File: src/inc/serial0_rate_gen_pkg.sv
/*
  constants, register offsets and port function codes for the serial port 0
  rate generator. assumes an 8-bit special function register bus with pages.
*/
package serial0_rate_gen_pkg;

  // register addresses on the special function register bus
  localparam logic [7:0] SERIAL0_RATE_GEN_ADDR_RELOAD = 8'h9a;
  localparam logic [7:0] SERIAL0_RATE_GEN_ADDR_COUNTER = 8'h9b;
  localparam logic [7:0] SERIAL0_RATE_GEN_ADDR_AUX6 = 8'ha4;
  localparam logic [7:0] SERIAL0_RATE_GEN_ADDR_CTRL1 = 8'hb9;
  localparam logic [3:0] SERIAL0_RATE_GEN_PAGE_BASE = 4'h0;
  localparam logic [3:0] SERIAL0_RATE_GEN_PAGE_AUX6 = 4'h3;

  // values after reset
  localparam logic [7:0] SERIAL0_RATE_GEN_RST_RELOAD = 8'h00;
  localparam logic [7:0] SERIAL0_RATE_GEN_RST_COUNTER = 8'h00;
  localparam logic [7:0] SERIAL0_RATE_GEN_RST_AUX6 = 8'h00;
  localparam logic [7:0] SERIAL0_RATE_GEN_RST_CTRL1 = 8'h00;
  localparam logic [7:0] SERIAL0_RATE_GEN_RST_MASK = 8'h00;

  // control register 1 field positions
  localparam int SERIAL0_RATE_GEN_BIT_RUN = 7;
  localparam int SERIAL0_RATE_GEN_BIT_FAST = 6;
  localparam int SERIAL0_RATE_GEN_BIT_TXSEL = 5;
  localparam int SERIAL0_RATE_GEN_BIT_RXSEL = 4;
  localparam int SERIAL0_RATE_GEN_BIT_CKOE = 3;
  localparam int SERIAL0_RATE_GEN_BIT_AUTO_REP = 2;
  localparam logic [7:0] SERIAL0_RATE_GEN_CTRL1_WMASK = 8'hfc;

  // clock division counts
  localparam logic [3:0] SERIAL0_RATE_GEN_DIV12_LAST = 4'hb;
  localparam logic [5:0] SERIAL0_RATE_GEN_DIV64_MASK = 6'h3f;
  localparam logic [5:0] SERIAL0_RATE_GEN_DIV4_MASK = 6'h03;
  localparam logic [7:0] SERIAL0_RATE_GEN_COUNT_FULL = 8'hff;

  // three-bit mode codes
  localparam logic [2:0] SERIAL0_RATE_GEN_MODE_SHIFT = 3'b000;
  localparam logic [2:0] SERIAL0_RATE_GEN_MODE_UART8 = 3'b001;
  localparam logic [2:0] SERIAL0_RATE_GEN_MODE_UART9F = 3'b010;
  localparam logic [2:0] SERIAL0_RATE_GEN_MODE_UART9T = 3'b011;
  localparam logic [2:0] SERIAL0_RATE_GEN_MODE_SPI = 3'b100;
  localparam logic [2:0] SERIAL0_RATE_GEN_MODE_LIN = 3'b101;

  // function the port runs in, decoded from mode and clock selects
  typedef enum logic [2:0] {
    SERIAL0_RATE_GEN_FN_SHIFT,
    SERIAL0_RATE_GEN_FN_UART8,
    SERIAL0_RATE_GEN_FN_UART9,
    SERIAL0_RATE_GEN_FN_SPI,
    SERIAL0_RATE_GEN_FN_TIMER,
    SERIAL0_RATE_GEN_FN_LIN,
    SERIAL0_RATE_GEN_FN_RESERVED
  } serial0_rate_gen_fn_t;

endpackage : serial0_rate_gen_pkg

File: src/logic/serial0_rate_gen_top.sv
/*
  serial port 0 rate generator: reload counter, clock source select, clock
  output, shared register decode and per-direction time base selection.
  assumes the cpu drives the register bus in the clk_i domain, and that the
  configuration bits, mode bits and timer overflow come from same-clock logic.
*/
// Summary of operation
// - access select maps 0xB9 to control 1
// - run bit starts counting, reset stopped
// - fast bit picks clock, else divide twelve
// - bit 5 routes overflow to transmit
// - bit 4 routes overflow to receive
// - bit 3 enables the clock output pin
// - clock output toggles on every overflow
// - bit 2 enables auto repeat transmit
// - eight-bit up counter plus reload, zero reset
// - overflow reloads counter and gives time base
// - reload write hits counter only while stopped
// - counter writable, never alters reload
// - overflow always offered to other peripherals
// - mode 010 unselected: fixed sysclk divider
// - uart modes select overflow per direction
// - mode 010 one select: other fixed divider
// - mode 101 both selects: bus, auto baud
`timescale 1ns/1ps
module serial0_rate_gen_top
  import serial0_rate_gen_pkg::*;
(
  // clock and reset
  input wire logic clk_i,
  input wire logic sys_rst_i,
  // special function register bus
  input wire logic [7:0] sfr_addr_i,
  input wire logic [3:0] sfr_page_i,
  input wire logic sfr_wr_i,
  input wire logic sfr_rd_i,
  input wire logic [7:0] sfr_wdata_i,
  output logic [7:0] sfr_rdata_o,
  // serial port 0 configuration from neighbouring registers
  input wire logic ctrl1_access_sel_i,
  input wire logic mode_bit_hi_i,
  input wire logic mode_bit_mid_i,
  input wire logic mode_bit_lo_i,
  input wire logic baud_double_i,
  input wire logic baud_extra_double_i,
  input wire logic shift_fast_sel_i,
  input wire logic timer_ovf_i,
  // time base towards the serial engine and peripherals
  output logic rate_gen_overflow_o,
  output logic tx_tick_o,
  output logic rx_tick_o,
  output serial0_rate_gen_fn_t port_fn_o,
  output logic auto_repeat_tx_en_o,
  output logic auto_baud_en_o,
  // clock output pin
  output logic clk_out_pin_o,
  output logic clk_out_oe_o,
  // auxiliary pin select register contents
  output logic [7:0] aux_pin_select_six_o
);

  logic [7:0] ctrl1_q, mask_q, aux6_q, reload_q, count_q, rdata_q;
  logic [3:0] pre12_q;
  logic [5:0] free_q;
  logic ovf_q, toggle_q, tx_q, rx_q, abaud_q;
  serial0_rate_gen_fn_t fn_q;

  logic run, fast, tx_sel, rx_sel;
  logic div12_en, gen_tick;
  logic wr_reload, wr_counter, wr_shared, wr_aux6;
  logic fixed_tick, shift_tick;
  logic [2:0] mode;
  logic [5:0] fixed_mask;
  logic [1:0] dbl_sum;
  logic tx_d, rx_d;
  serial0_rate_gen_fn_t fn_d;

  assign run = ctrl1_q[SERIAL0_RATE_GEN_BIT_RUN];
  assign fast = ctrl1_q[SERIAL0_RATE_GEN_BIT_FAST];
  assign tx_sel = ctrl1_q[SERIAL0_RATE_GEN_BIT_TXSEL];
  assign rx_sel = ctrl1_q[SERIAL0_RATE_GEN_BIT_RXSEL];
  assign mode = {mode_bit_hi_i, mode_bit_mid_i, mode_bit_lo_i};

  // register write decode; the shared address is steered by access select
  assign wr_reload = sfr_wr_i && sfr_page_i == SERIAL0_RATE_GEN_PAGE_BASE && sfr_addr_i == SERIAL0_RATE_GEN_ADDR_RELOAD;
  assign wr_counter = sfr_wr_i && sfr_page_i == SERIAL0_RATE_GEN_PAGE_BASE && sfr_addr_i == SERIAL0_RATE_GEN_ADDR_COUNTER;
  assign wr_shared = sfr_wr_i && sfr_addr_i == SERIAL0_RATE_GEN_ADDR_CTRL1;
  assign wr_aux6 = sfr_wr_i && sfr_page_i == SERIAL0_RATE_GEN_PAGE_AUX6 && sfr_addr_i == SERIAL0_RATE_GEN_ADDR_AUX6;

  // control register 1; reserved low bits never stored, so they read zero
  always_ff @(posedge clk_i) begin
    if (sys_rst_i) begin
      ctrl1_q <= SERIAL0_RATE_GEN_RST_CTRL1;
    end else if (wr_shared && ctrl1_access_sel_i) begin
      ctrl1_q <= sfr_wdata_i & SERIAL0_RATE_GEN_CTRL1_WMASK;
    end
  end

  // address mask register behind the same address
  always_ff @(posedge clk_i) begin
    if (sys_rst_i) begin
      mask_q <= SERIAL0_RATE_GEN_RST_MASK;
    end else if (wr_shared && !ctrl1_access_sel_i) begin
      mask_q <= sfr_wdata_i;
    end
  end

  // auxiliary pin select register, stored only
  always_ff @(posedge clk_i) begin
    if (sys_rst_i) begin
      aux6_q <= SERIAL0_RATE_GEN_RST_AUX6;
    end else if (wr_aux6) begin
      aux6_q <= sfr_wdata_i;
    end
  end

  // prescalers: divide by twelve for the generator, free count for fixed rates
  always_ff @(posedge clk_i) begin
    if (sys_rst_i) begin
      pre12_q <= 4'h0;
      free_q <= 6'h00;
    end else begin
      pre12_q <= (pre12_q == SERIAL0_RATE_GEN_DIV12_LAST) ? 4'h0 : pre12_q + 4'h1;
      free_q <= free_q + 6'h01;
    end
  end

  assign div12_en = pre12_q == SERIAL0_RATE_GEN_DIV12_LAST;
  assign gen_tick = run && (fast || div12_en);

  // reload register; the counter never writes it
  always_ff @(posedge clk_i) begin
    if (sys_rst_i) begin
      reload_q <= SERIAL0_RATE_GEN_RST_RELOAD;
    end else if (wr_reload) begin
      reload_q <= sfr_wdata_i;
    end
  end

  // up counter; a cpu write wins over a tick landing in the same cycle
  always_ff @(posedge clk_i) begin
    if (sys_rst_i) begin
      count_q <= SERIAL0_RATE_GEN_RST_COUNTER;
    end else if (wr_counter) begin
      count_q <= sfr_wdata_i;
    end else if (wr_reload && !run) begin
      count_q <= sfr_wdata_i;
    end else if (gen_tick) begin
      if (count_q == SERIAL0_RATE_GEN_COUNT_FULL) begin
        count_q <= reload_q;
      end else begin
        count_q <= count_q + 8'h01;
      end
    end
  end

  // overflow pulse; a write over a wrapping count suppresses it
  always_ff @(posedge clk_i) begin
    if (sys_rst_i) begin
      ovf_q <= 1'b0;
    end else begin
      ovf_q <= gen_tick && count_q == SERIAL0_RATE_GEN_COUNT_FULL && !wr_counter && !(wr_reload && !run);
    end
  end

  // halved overflow rate for the clock pin; keeps running with pin disabled
  always_ff @(posedge clk_i) begin
    if (sys_rst_i) begin
      toggle_q <= 1'b0;
    end else if (ovf_q) begin
      toggle_q <= !toggle_q;
    end
  end

  // fixed rate: sysclk/64; double halves it, extra double quarters it, both give /8
  assign dbl_sum = {baud_extra_double_i, baud_double_i};
  assign fixed_mask = SERIAL0_RATE_GEN_DIV64_MASK >> dbl_sum;
  assign fixed_tick = (free_q & fixed_mask) == 6'h00;
  assign shift_tick = shift_fast_sel_i ? ((free_q & SERIAL0_RATE_GEN_DIV4_MASK) == 6'h00) : div12_en;

  // time base selection per direction from mode and the two selects
  always_comb begin
    tx_d = 1'b0;
    rx_d = 1'b0;
    fn_d = SERIAL0_RATE_GEN_FN_RESERVED;
    unique case (mode)
      SERIAL0_RATE_GEN_MODE_SHIFT, SERIAL0_RATE_GEN_MODE_SPI: begin
        // one shift clock serves both directions
        tx_d = tx_sel ? ovf_q : shift_tick;
        rx_d = tx_d;
        fn_d = (mode == SERIAL0_RATE_GEN_MODE_SHIFT) ? SERIAL0_RATE_GEN_FN_SHIFT : SERIAL0_RATE_GEN_FN_SPI;
        if (rx_sel) begin
          tx_d = 1'b0;
          rx_d = 1'b0;
          fn_d = SERIAL0_RATE_GEN_FN_RESERVED;
        end
      end
      SERIAL0_RATE_GEN_MODE_UART8, SERIAL0_RATE_GEN_MODE_UART9T: begin
        tx_d = tx_sel ? ovf_q : timer_ovf_i;
        rx_d = rx_sel ? ovf_q : timer_ovf_i;
        fn_d = (mode == SERIAL0_RATE_GEN_MODE_UART8) ? SERIAL0_RATE_GEN_FN_UART8 : SERIAL0_RATE_GEN_FN_UART9;
      end
      SERIAL0_RATE_GEN_MODE_UART9F: begin
        if (tx_sel && rx_sel) begin
          fn_d = SERIAL0_RATE_GEN_FN_TIMER; // generator runs alone, no serial ticks
        end else begin
          tx_d = tx_sel ? ovf_q : fixed_tick;
          rx_d = rx_sel ? ovf_q : fixed_tick;
          fn_d = SERIAL0_RATE_GEN_FN_UART9;
        end
      end
      SERIAL0_RATE_GEN_MODE_LIN: begin
        if (tx_sel && rx_sel) begin
          tx_d = ovf_q;
          rx_d = ovf_q;
          fn_d = SERIAL0_RATE_GEN_FN_LIN;
        end
      end
      default: begin
        fn_d = SERIAL0_RATE_GEN_FN_RESERVED;
      end
    endcase
  end

  // registered serial ticks and decoded function
  always_ff @(posedge clk_i) begin
    if (sys_rst_i) begin
      tx_q <= 1'b0;
      rx_q <= 1'b0;
      fn_q <= SERIAL0_RATE_GEN_FN_SHIFT;
      abaud_q <= 1'b0;
    end else begin
      tx_q <= tx_d;
      rx_q <= rx_d;
      fn_q <= fn_d;
      abaud_q <= fn_d == SERIAL0_RATE_GEN_FN_LIN;
    end
  end

  // read data is registered; unmapped addresses answer zero
  always_ff @(posedge clk_i) begin
    if (sys_rst_i) begin
      rdata_q <= 8'h00;
    end else if (sfr_rd_i) begin
      rdata_q <= 8'h00;
      if (sfr_page_i == SERIAL0_RATE_GEN_PAGE_BASE && sfr_addr_i == SERIAL0_RATE_GEN_ADDR_RELOAD) begin
        rdata_q <= reload_q;
      end
      if (sfr_page_i == SERIAL0_RATE_GEN_PAGE_BASE && sfr_addr_i == SERIAL0_RATE_GEN_ADDR_COUNTER) begin
        rdata_q <= count_q;
      end
      if (sfr_page_i == SERIAL0_RATE_GEN_PAGE_AUX6 && sfr_addr_i == SERIAL0_RATE_GEN_ADDR_AUX6) begin
        rdata_q <= aux6_q;
      end
      if (sfr_addr_i == SERIAL0_RATE_GEN_ADDR_CTRL1) begin
        rdata_q <= ctrl1_access_sel_i ? ctrl1_q : mask_q;
      end
    end
  end

  // outputs, all from flip-flops
  assign sfr_rdata_o = rdata_q;
  assign rate_gen_overflow_o = ovf_q;
  assign tx_tick_o = tx_q;
  assign rx_tick_o = rx_q;
  assign port_fn_o = fn_q;
  assign auto_repeat_tx_en_o = ctrl1_q[SERIAL0_RATE_GEN_BIT_AUTO_REP];
  assign auto_baud_en_o = abaud_q;
  assign clk_out_pin_o = toggle_q;
  assign clk_out_oe_o = ctrl1_q[SERIAL0_RATE_GEN_BIT_CKOE];
  assign aux_pin_select_six_o = aux6_q;

  // no cpu write to the counter in a cycle
  logic no_cnt_wr;
  assign no_cnt_wr = !wr_counter && !(wr_reload && !run);
endmodule : serial0_rate_gen_top

File: config.mk
export PLATFORM = sky130hd
export DESIGN_NAME = serial0_rate_gen_top
export DESIGN_NICKNAME = d
export VERILOG_FILES = /design/src/inc/serial0_rate_gen_pkg.sv /design/src/logic/serial0_rate_gen_top.sv
export SDC_FILE = /design/constraint.sdc
export NUM_CORES = 1
export LEC_CHECK = 0
export ABC_AREA = 1
export BUFFER_PORTS_ARGS = -buffer_cell sky130_fd_sc_hd__buf_4
export CORE_MARGIN = 3
export CORE_UTILIZATION = 50
export DETAILED_ROUTE_END_ITERATION = 8
export GPL_TIMING_DRIVEN = 0
export PLACE_DENSITY = 0.72
export SETUP_SLACK_MARGIN = 0.3
export SLEW_MARGIN = 25
export SYNTH_ARGS = -nofsm -noshare
export SYNTH_HDL_FRONTEND = slang
export SYNTH_SLANG_ARGS = --single-unit
File: constraint.sdc
create_clock -name clk_i -period 2.8 [get_ports clk_i]
set_input_delay 0.14 -clock clk_i [delete_from_list [all_inputs] [get_ports clk_i]]
set_output_delay 0.14 -clock clk_i [all_outputs]
set_load 0.1 [all_outputs]
==> qor.yml, run 1 <==
diodes: 0
cts.clk_slew.worst_paths_ns: 0.09
wl_mm: 9.693
die_w_um: 88.38
routabilityCongestion: 0.8873
peakVddDrop_uv: 359.1
globalRoute.busiestLayer: "met2"
final_common_cell: "nand2_1"
slew_headroom_pct: 58.43
numPortBuffers: 55
period_share_pct: 65.77
cts_tree: "done"
syn_to_final_growth_pct: 21.09
end_kind: "register"
worstPathArrival_ns: 2.04
fmax_ghz: 0.5430
setup_viol: 0
ys_seq_area_share_pct: 37.76
status: "finished, final reports clean"
clock_sinks: 64
antenna_found_initial: 0
use_met2_pct: 41.20
p_per_area_nw_per_um2: 481.1
drtIter0Drc: 317
min_path_cells: 2
fin_tns_setup_ns: 0
postCtsHoldBufs: 0
hold_violations: 0
slew_viol_final: 0
r2r-start: "count_q[0]$_SDFFE_PP0P_"
firstDrtPassIters: 5
min_period_ns: 1.842
drcViolationCount: 0
endpoint: "count_q[5]$_SDFFE_PP0P_"
synth.area.top_cells: "dfxtp_1, nand2_1, nand3_1"
netlist_instances: 495
critPathMaxStageDelay_ns: 0.43
grt_usage_pct: 26.07
clock_path_buffers: 2
hold_class: "in2reg"
cts_buffers: 9
startpoint_type: "register"
vias_per_cell: 5.560
ff2ff_path_depth: 9
reg2reg_slack_ns: 0.96
crit_start: "count_q[0]$_SDFFE_PP0P_"
crit_top_cell: "nor2_1"
grt_max_degree: 12
cts-root-buf: "clkbuf_8"
fin_nets: 597
fin_util_pct: 63.62
vias: 3575
rows: 29
critPathKind: "reg2reg"
start_util_pct: 52.54
layout_common_cells: "nand2_1, dfxtp_1, inv_1, buf_4, nand3_1"
ant_nets: 0
drt-wirelength-per-cell_um: 15.07
dieArea_um2: 7811
syn_nets: 531
cts_resized: 0
yosysTopAreaCell: "dfxtp_1"
ys.warnings.count: 0
yosys.cell_types.count: 34
worst_pin_slew_ns: 0.6202
gr-total-overflow: 0
grt_pass1_wl_mm: 15.86
drive_gt1_share_pct: 18.55
r2r-end: "count_q[5]$_SDFFE_PP0P_"
synth_top_area_share_pct: 37.76
gr-usage-met1_pct: 36.18
ys_ff_latch: 64
cap_viol_max_count: 0
use_met3_pct: 4.842
die_h_um: 88.38
netlist_area_um2: 3393
dp_hpwl_mm: 7.458
grt_pass1_vias: 3341
cp_max_fo: 7
cp_data_required_time_ns: 3.00
p_leak_nw: 1.756
rsz0062_at_grt: "false"
clk_latency_ns: 0.35
htree_levels: 3
fillCellCount: 621
finClkSkew_ns: 0.01622
post_cts_buffers: 0
worstPathCellList: "ha_1 -> nand3_1 -> inv_1 -> nand2_1 -> or2_2 -> nand3_1 -> nor2_1 -> nor2_1 -> nor2_1"
core_um2: 6459
cp_slowest_cell: "dfxtp_1"
ios: 58
synth.avg_cell_area_um2: 6.855
[how the worst min path moves through the flow]
| stage | startpoint | to | slack, ns |
|---|---|---|---|
| 2_1_floorplan | mode_bit_hi_i | port_fn_o[1]$_SDFF_PP0_ | 0.28 |
| 3_5_place_dp | sys_rst_i | reload_q[4]$_SDFFE_PP0N_ | 0.39 |
| 5_1_grt | sys_rst_i | reload_q[2]$_SDFFE_PP0N_ | 0.02 |
| 3_3_place_gp | sys_rst_i | reload_q[1]$_SDFFE_PP0N_ | 0.39 |
| 4_1_cts | sys_rst_i | reload_q[2]$_SDFFE_PP0N_ | 0.02 |
| 6_report | sys_rst_i | reload_q[2]$_SDFFE_PP0N_ | 0.03 |
[sequential cells by signal, summed over array words and instances (netlist names)]
| name | flops |
|---|---|
| clk_out_pin_o | 1 |
| ctrl1_q | 6 |
| aux_pin_select_six_o | 8 |
| auto_baud_en_o | 1 |
| port_fn_o | 3 |
| reload_q | 8 |
| tx_tick_o | 1 |
| mask_q | 8 |
| count_q | 8 |
| pre12_q | 4 |
| free_q | 6 |
| sfr_rdata_o | 8 |
| rx_tick_o | 1 |
| rate_gen_overflow_o | 1 |
[cell families after synthesis]
kind of cell / share of synthesized area [%]
AND/OR/NAND/NOR: 36.03
AO/OA/AOI/OAI: 14.31
buffers and inverters: 9.661
flip-flops: 37.76
adder cells (fa/ha/maj): 1.475
XOR/XNOR: 0.7745
[per-layer routing]
metal	vias up	share of wire [%]	wire length (um)
li1	1783	-	-
met1	1631	46	4445
met2	145	45	4324
met3	16	8.0	773
met4	0	1.5	150
met5	-	0	0
[critical path, delay by kind of cell, from the launching register on]
family	cells	cell delay [ns]
buffers and inverters	1	0.09
and+or+nand+nor	7	0.94
adders and majority gates	1	0.23
DFF	1	0.43
[cells in the mapped netlist (all sizes together)]
cell type and number:
nand2 98, dfxtp 64, inv 64, nor2 59, nand3 57, a21oi 42
o21ai 36, nand4 25, nor3 11, a211oi 9, buf 7, clkbuf 6
ha 4, or2 4, xnor2 3, nor4 2, a31oi 1, and2 1
nand3b 1, o21a 1
[where the power goes]
part	leakage [nW]	internal [mW]	switching (mW)	total (mW)
clock network	0.101	0.457	0.379	0.835
logic	1.14	0.0660	0.145	0.211
registers	0.518	0.923	0.00770	0.931
total	1.76	1.45	0.531	1.98
[layout make-up]
cell class | instances | area (um^2) | share of cell area (%)
Buffer | 13 | 87.58 | 2.132
Clock buffer | 11 | 151.4 | 3.685
Clock inverter | 5 | 55.05 | 1.340
Inverter | 64 | 240.2 | 5.847
Multi-Input combinational cell | 354 | 1784 | 43.42
Sequential cell | 64 | 1281 | 31.18
Tap cell | 77 | 96.34 | 2.345
Timing Repair Buffer | 55 | 412.9 | 10.05
[stage by stage]
step	hold WS, ns	cell area (um^2)	std cells	worst slack [ns]	total power, mW
global route	0.02471	4109	643	0.7004	2.040
detailed placement	0.3898	3902	627	1.028	1.160
global placement	0.3865	3902	627	1.059	1.154
finish	0.02589	4109	643	0.9584	1.977
floorplan	0.2822	3393	495	1.210	1.075
CTS	0.02155	4109	643	1.001	1.979
Note: power is estimated with default switching activity, not from simulation.
==> run 2, diff against run 1 <==
--- a/config.mk
+++ b/config.mk
@@ -11,7 +11,7 @@
 export CORE_UTILIZATION = 50
 export DETAILED_ROUTE_END_ITERATION = 8
 export GPL_TIMING_DRIVEN = 0
-export PLACE_DENSITY = 0.72
+export PLACE_DENSITY = 0.75
 export SETUP_SLACK_MARGIN = 0.3
 export SLEW_MARGIN = 25
 export SYNTH_ARGS = -nofsm -noshare
==> constraint.sdc (replaced) <==
create_clock -name clk_i -period 1.6 [get_ports clk_i]
set_input_delay 0.08 -clock clk_i [delete_from_list [all_inputs] [get_ports clk_i]]
set_output_delay 0.08 -clock clk_i [all_outputs]
set_load 0.1 [all_outputs]
==> qor.yml, run 2 (synthesized netlist as in run 1, its figures left out) <==
slew_viol_final: 0  # unchanged
cts_buffers: 9  # unchanged
period_share_pct: 90.59  # +25 points
die_w_um: 88.38  # unchanged
numPortBuffers: 55  # unchanged
setup_viol: 0  # unchanged
grt_pass1_wl_mm: 15.62  # -1.5%
cp.depth: 8  # -1
diodes: 0  # unchanged
instances_no_fill: 655  # +1.9%
critPathTopFamily: "simple AND/OR/NAND/NOR gates"
syn_to_final_growth_pct: 28.17
final_common_cell: "nand2_1"
hold_violations: 0  # unchanged
hold_class: "in2reg"
grt_pass1_vias: 3246  # -2.8%
worstPathCellList: "nand2_1 -> nor2_2 -> nand2_4 -> or2_4 -> nand3_2 -> nor2_1 -> nor2_1 -> nor2_1"
fillCellCount: 562  # -9.5%
p_per_area_nw_per_um2: 781.6  # +62%
start_util_pct: 52.54  # unchanged
firstDrtPassIters: 5  # unchanged
ant_nets: 0  # unchanged
cp_data_required_time_ns: 1.81  # -1.19 ns
whs_ns: 0.01608  # -0.009806 ns
dp_cells: 627  # unchanged
fin_nets: 609  # +2.0%
gr-total-overflow: 0  # unchanged
fin_tns_setup_ns: 0  # unchanged
critPathMaxStageDelay_ns: 0.41  # -0.02 ns
cp_max_fo: 7  # unchanged
status: "finished, final reports clean"
startpoint_type: "register"
die_h_um: 88.38  # unchanged
cp_slowest_cell: "dfxtp_1"
fin_total_pwr_mw: 3.399  # +72%
wl_mm: 9.513  # -1.9%
fin_ws_ns: 0.1505  # -0.8079 ns
cts-root-buf: "clkbuf_8"
crit_buf_inv: 0  # -1
grt_usage_pct: 25.84  # -0.23 points
drive_gt1_share_pct: 25.78  # +7.2 points
design_area_um2: 4349  # +5.8%
cap_viol_max_count: 0  # unchanged
dp_hpwl_mm: 7.371  # -1.2%
fin_util_pct: 67.34  # +3.7 points
rsz0062_at_grt: "true"
p_leak_nw: 1.857  # +5.7%
fmax_ghz: 0.6899  # +27%
min_path_cells: 3  # +1
vias_per_cell: 5.452  # -1.9%
slew_headroom_pct: 64.46  # +6.0 points
routabilityCongestion: 0.8864  # -0.10%
ff2ff_path_depth: 8  # -1
end_kind: "register"
cts_tree: "done"
finClkSkew_ns: 0.006069  # -0.01015 ns
antenna_found_initial: 0  # unchanged
clock_sinks: 64  # unchanged
dp_slack_ns: -0.01303  # -1.041 ns
drt-wirelength-per-cell_um: 14.52  # -3.7%
crit_top_cell: "nor2_1"
min_period_ns: 1.449  # -0.3921 ns
ios: 58  # unchanged
rows: 29  # unchanged
drcViolationCount: 0  # unchanged
grt_max_degree: 12  # unchanged
dieArea_um2: 7811  # unchanged
worst_pin_slew_ns: 0.5332  # -0.08701 ns
drtIter0Drc: 460  # +45%
peakVddDrop_uv: 758.1  # +110%
htree_levels: 3  # unchanged
postPlaceCellArea_um2: 3993  # +2.3%
vias: 3571  # -0.11%
worstPathArrival_ns: 1.66  # -0.38 ns
critPathKind: "reg2reg"
clock_path_buffers: 2  # unchanged
core_um2: 6459  # unchanged
clk_latency_ns: 0.34  # about the same
cts.clk_slew.worst_paths_ns: 0.07  # -0.02 ns
layout_common_cells: "nand2_1, buf_4, inv_1, nand3_1, nor2_1"
==> run 2: routing by layer <==
layer  up-vias  wire (um)  GRT usage [%]
met3        17        581          3.911
met4         0        153          9.615
met5         -          0              0
li1       1807          -              -
met2       116       4421          40.38
met1      1631       4357          36.17
==> run 2: layout make-up <==
type,instances,area (um^2),share of cell area (%)
buffer,13,87.58,2.014
clock buffer,11,141.4,3.251
clock inverter,5,56.30,1.295
inverter,64,240.2,5.524
multi-input combinational,354,1897,43.61
sequential,64,1313,30.18
tap,77,96.34,2.215
timing repair buffer,67,518.0,11.91
==> run 2: path summary, 6_finish.rpt <==
path,to,slack (ns),startpoint
min,port_fn_o[1]$_SDFF_PP0_,0.02,mode_bit_hi_i
max reg2reg,count_q[5]$_SDFFE_PP0P_,0.15,count_q[5]$_SDFFE_PP0P_
max,count_q[5]$_SDFFE_PP0P_,0.15,count_q[5]$_SDFFE_PP0P_
min reg2reg,free_q[0]$_SDFF_PP0_,0.43,free_q[0]$_SDFF_PP0_
==> run 2: power by group <==
group / total (mW) / internal (mW) / switching (mW)
clock: 1.39 / 0.759 / 0.630
sequential: 1.63 / 1.61 / 0.0143
combinational: 0.382 / 0.126 / 0.257
total: 3.40 / 2.50 / 0.901
==> run 2: worst reg2reg max path, stage by stage, from the launching register on <==
cell	delay (ns)
dfxtp_1	0.41
nand2_1	0.13
nor2_2	0.16
nand2_4	0.11
or2_4	0.25
nand3_2	0.08
nor2_1	0.04
nor2_1	0.10
nor2_1	0.05
==> run 2: repair_timing <==
item                       in CTS  in global routing
hold buffers                    1                  0
cloned                          0                  0
resized for setup              12                  7
setup endpoints to repair      11                 21
hold endpoints to repair        5                  0
pin swaps                       5                  2
setup buffers                   7                  4
==> run 3, diff against run 2 <==
--- a/config.mk
+++ b/config.mk
@@ -7,6 +7,7 @@
 export LEC_CHECK = 0
 export ABC_AREA = 1
 export BUFFER_PORTS_ARGS = -buffer_cell sky130_fd_sc_hd__buf_4
+export CORE_ASPECT_RATIO = 0.5
 export CORE_MARGIN = 3
 export CORE_UTILIZATION = 50
 export DETAILED_ROUTE_END_ITERATION = 8
==> qor.yml, run 3 (synthesized netlist as in run 1, its figures left out) <==
min_to: "reload_q[0]$_SDFFE_PP0N_"
peakVddDrop_uv: 683.3  # -9.9%
ant_nets: 0  # unchanged
whs_ns: -0.006345  # -0.02243 ns
cts_tree: "done"
drcViolationCount: 0  # unchanged
fin_total_pwr_mw: 4.332  # +27%
rows: 20  # -31%
reg2reg_slack_ns: 0.07  # -0.08 ns
antenna_found_initial: 0  # unchanged
p_per_area_nw_per_um2: 955.3  # +22%
cts_buffers: 9  # unchanged
gr-total-overflow: 0  # unchanged
critPathKind: "reg2reg"
firstDrtPassIters: 8  # +3
startpoint_type: "register"
r2r-start: "pre12_q[1]$_SDFF_PP0_"
drtIter0Drc: 485  # +5.4%
clk_latency_ns: 0.33  # about the same
grt_max_degree: 13  # +1
htree_levels: 3  # unchanged
min_path_cells: 2  # -1
core_um2: 6306  # -2.4%
dieArea_um2: 7871  # +0.77%
start_util_pct: 53.81  # +1.3 points
ff2ff_path_depth: 9  # +1
wl_mm: 10.38  # +9.1%
clock_sinks: 64  # unchanged
routabilityCongestion: 0.9262  # +4.5%
clock_path_buffers: 2  # unchanged
dp_hpwl_mm: 7.414  # +0.58%
drt-wirelength-per-cell_um: 15.57  # +7.2%
vias_per_cell: 5.610  # +2.9%
dp_slack_ns: -0.04687  # -0.03384 ns
final_common_cell: "nand2_1"
cp_data_required_time_ns: 1.87  # +0.06 ns
fin_nets: 610  # +0.16%
drive_gt1_share_pct: 26.94  # +1.2 points
rsz0062_at_grt: "true"
cap_viol_max_count: 0  # unchanged
dp_cells: 638  # +1.8%
period_share_pct: 95.83  # +5.2 points
layout_common_cells: "nand2_1, buf_4, inv_1, nand3_1"
numPortBuffers: 55  # unchanged
setup_viol: 0  # unchanged
slew_viol_final: 0  # unchanged
r2r-end: "count_q[7]$_SDFFE_PP0P_"
hold_violations: 4  # +4
status: "finished, violations left"
grt_pass1_vias: 3368  # +3.8%
syn_to_final_growth_pct: 33.63
hold_class: "in2reg"
grt_pass1_wl_mm: 16.42  # +5.1%
die_w_um: 122.5  # +39%
end_kind: "register"
vias: 3742  # +4.8%
finClkSkew_ns: 0.005431  # -0.0006378 ns
min_period_ns: 1.533  # +0.08375 ns
cts.clk_slew.worst_paths_ns: 0.06  # about the same
worst_pin_slew_ns: 0.6307  # +0.09756 ns
fmax_ghz: 0.6522  # -5.5%
grt_usage_pct: 27.03  # +1.2 points
slew_headroom_pct: 57.95  # -6.5 points
worstPathArrival_ns: 1.81  # +0.15 ns
cp_max_fo: 6  # -1
cts-root-buf: "clkbuf_16"
violations: "hold timing"
diodes: 0  # unchanged
ios: 58  # unchanged
p_leak_nw: 1.936  # +4.3%
fin_ws_ns: 0.06680  # -0.08375 ns
instances_no_fill: 667  # +1.8%
min-delay-start: "sys_rst_i"
die_h_um: 64.25  # -27%
## run 3: how the worst max path moves through the flow
stage / from / endpoint / slack (ns) / cells past startpoint
after floorplan: pre12_q[1]$_SDFF_PP0_ / count_q[5]$_SDFFE_PP0P_ / 0.28 / 8
after global placement: pre12_q[0]$_SDFF_PP0_ / rate_gen_overflow_o$_SDFF_PP0_ / -0.03 / 5
after detailed placement: pre12_q[0]$_SDFF_PP0_ / count_q[5]$_SDFFE_PP0P_ / -0.05 / 8
after CTS: pre12_q[1]$_SDFF_PP0_ / count_q[5]$_SDFFE_PP0P_ / 0.12 / 9
after global routing: pre12_q[1]$_SDFF_PP0_ / count_q[5]$_SDFFE_PP0P_ / 0.005 / 9
final: pre12_q[1]$_SDFF_PP0_ / count_q[7]$_SDFFE_PP0P_ / 0.07 / 9
## run 3: where the power goes
part / internal (mW) / switching, mW
Combinational: 0.124 / 0.258
Clock: 1.57 / 0.745
Sequential: 1.62 / 0.0148
## run 3: layout make-up
cell class	instances	area (um^2)
plain buffers	13	87.58
clock buffers	10	239.0
clock inverters	6	116.4
fillers	548	1772
inverters	64	242.7
multi-input cells	354	1908
flip-flops and latches	64	1304
well taps	88	110.1
repair buffers	68	526.8
## run 3: worst max-delay path: stages (launching register included)
cell	delay, ns
dfxtp_2	0.35
ha_4	0.14
nand3b_1	0.20
a21oi_4	0.23
buf_12	0.14
buf_6	0.12
nand4_1	0.09
nand3_1	0.08
nand2_1	0.05
inv_1	0.07
## run 3: stage by stage
stage | cell area (um^2) | TNS (ns) | util [%]
floorplan | 3483 | 0 | -
global placement | 4006 | -0.09064 | 63.53
detailed placement | 4006 | -0.1548 | 63.53
CTS | 4439 | 0 | 70.40
global route | 4534 | 0 | 71.90
finish | 4534 | 0 | 71.90
## run 3: what timing repair did
action | in CTS | in global routing
gates resized for setup | 8 | 14
endpoints found under the setup margin | 11 | 25
endpoints found under the hold margin | 5 | 2
pin swaps | 2 | 6
setup buffers | 6 | 7
## run 3: layer usage
metal | GRT usage [%] | wire length [um] | up-vias
li1 | - | - | 1817
met3 | 7.958 | 1059 | 22
met4 | 7.950 | 203 | 0
met2 | 41.29 | 4509 | 176
met1 | 36.92 | 4611 | 1727
met5 | 0 | 0 | -
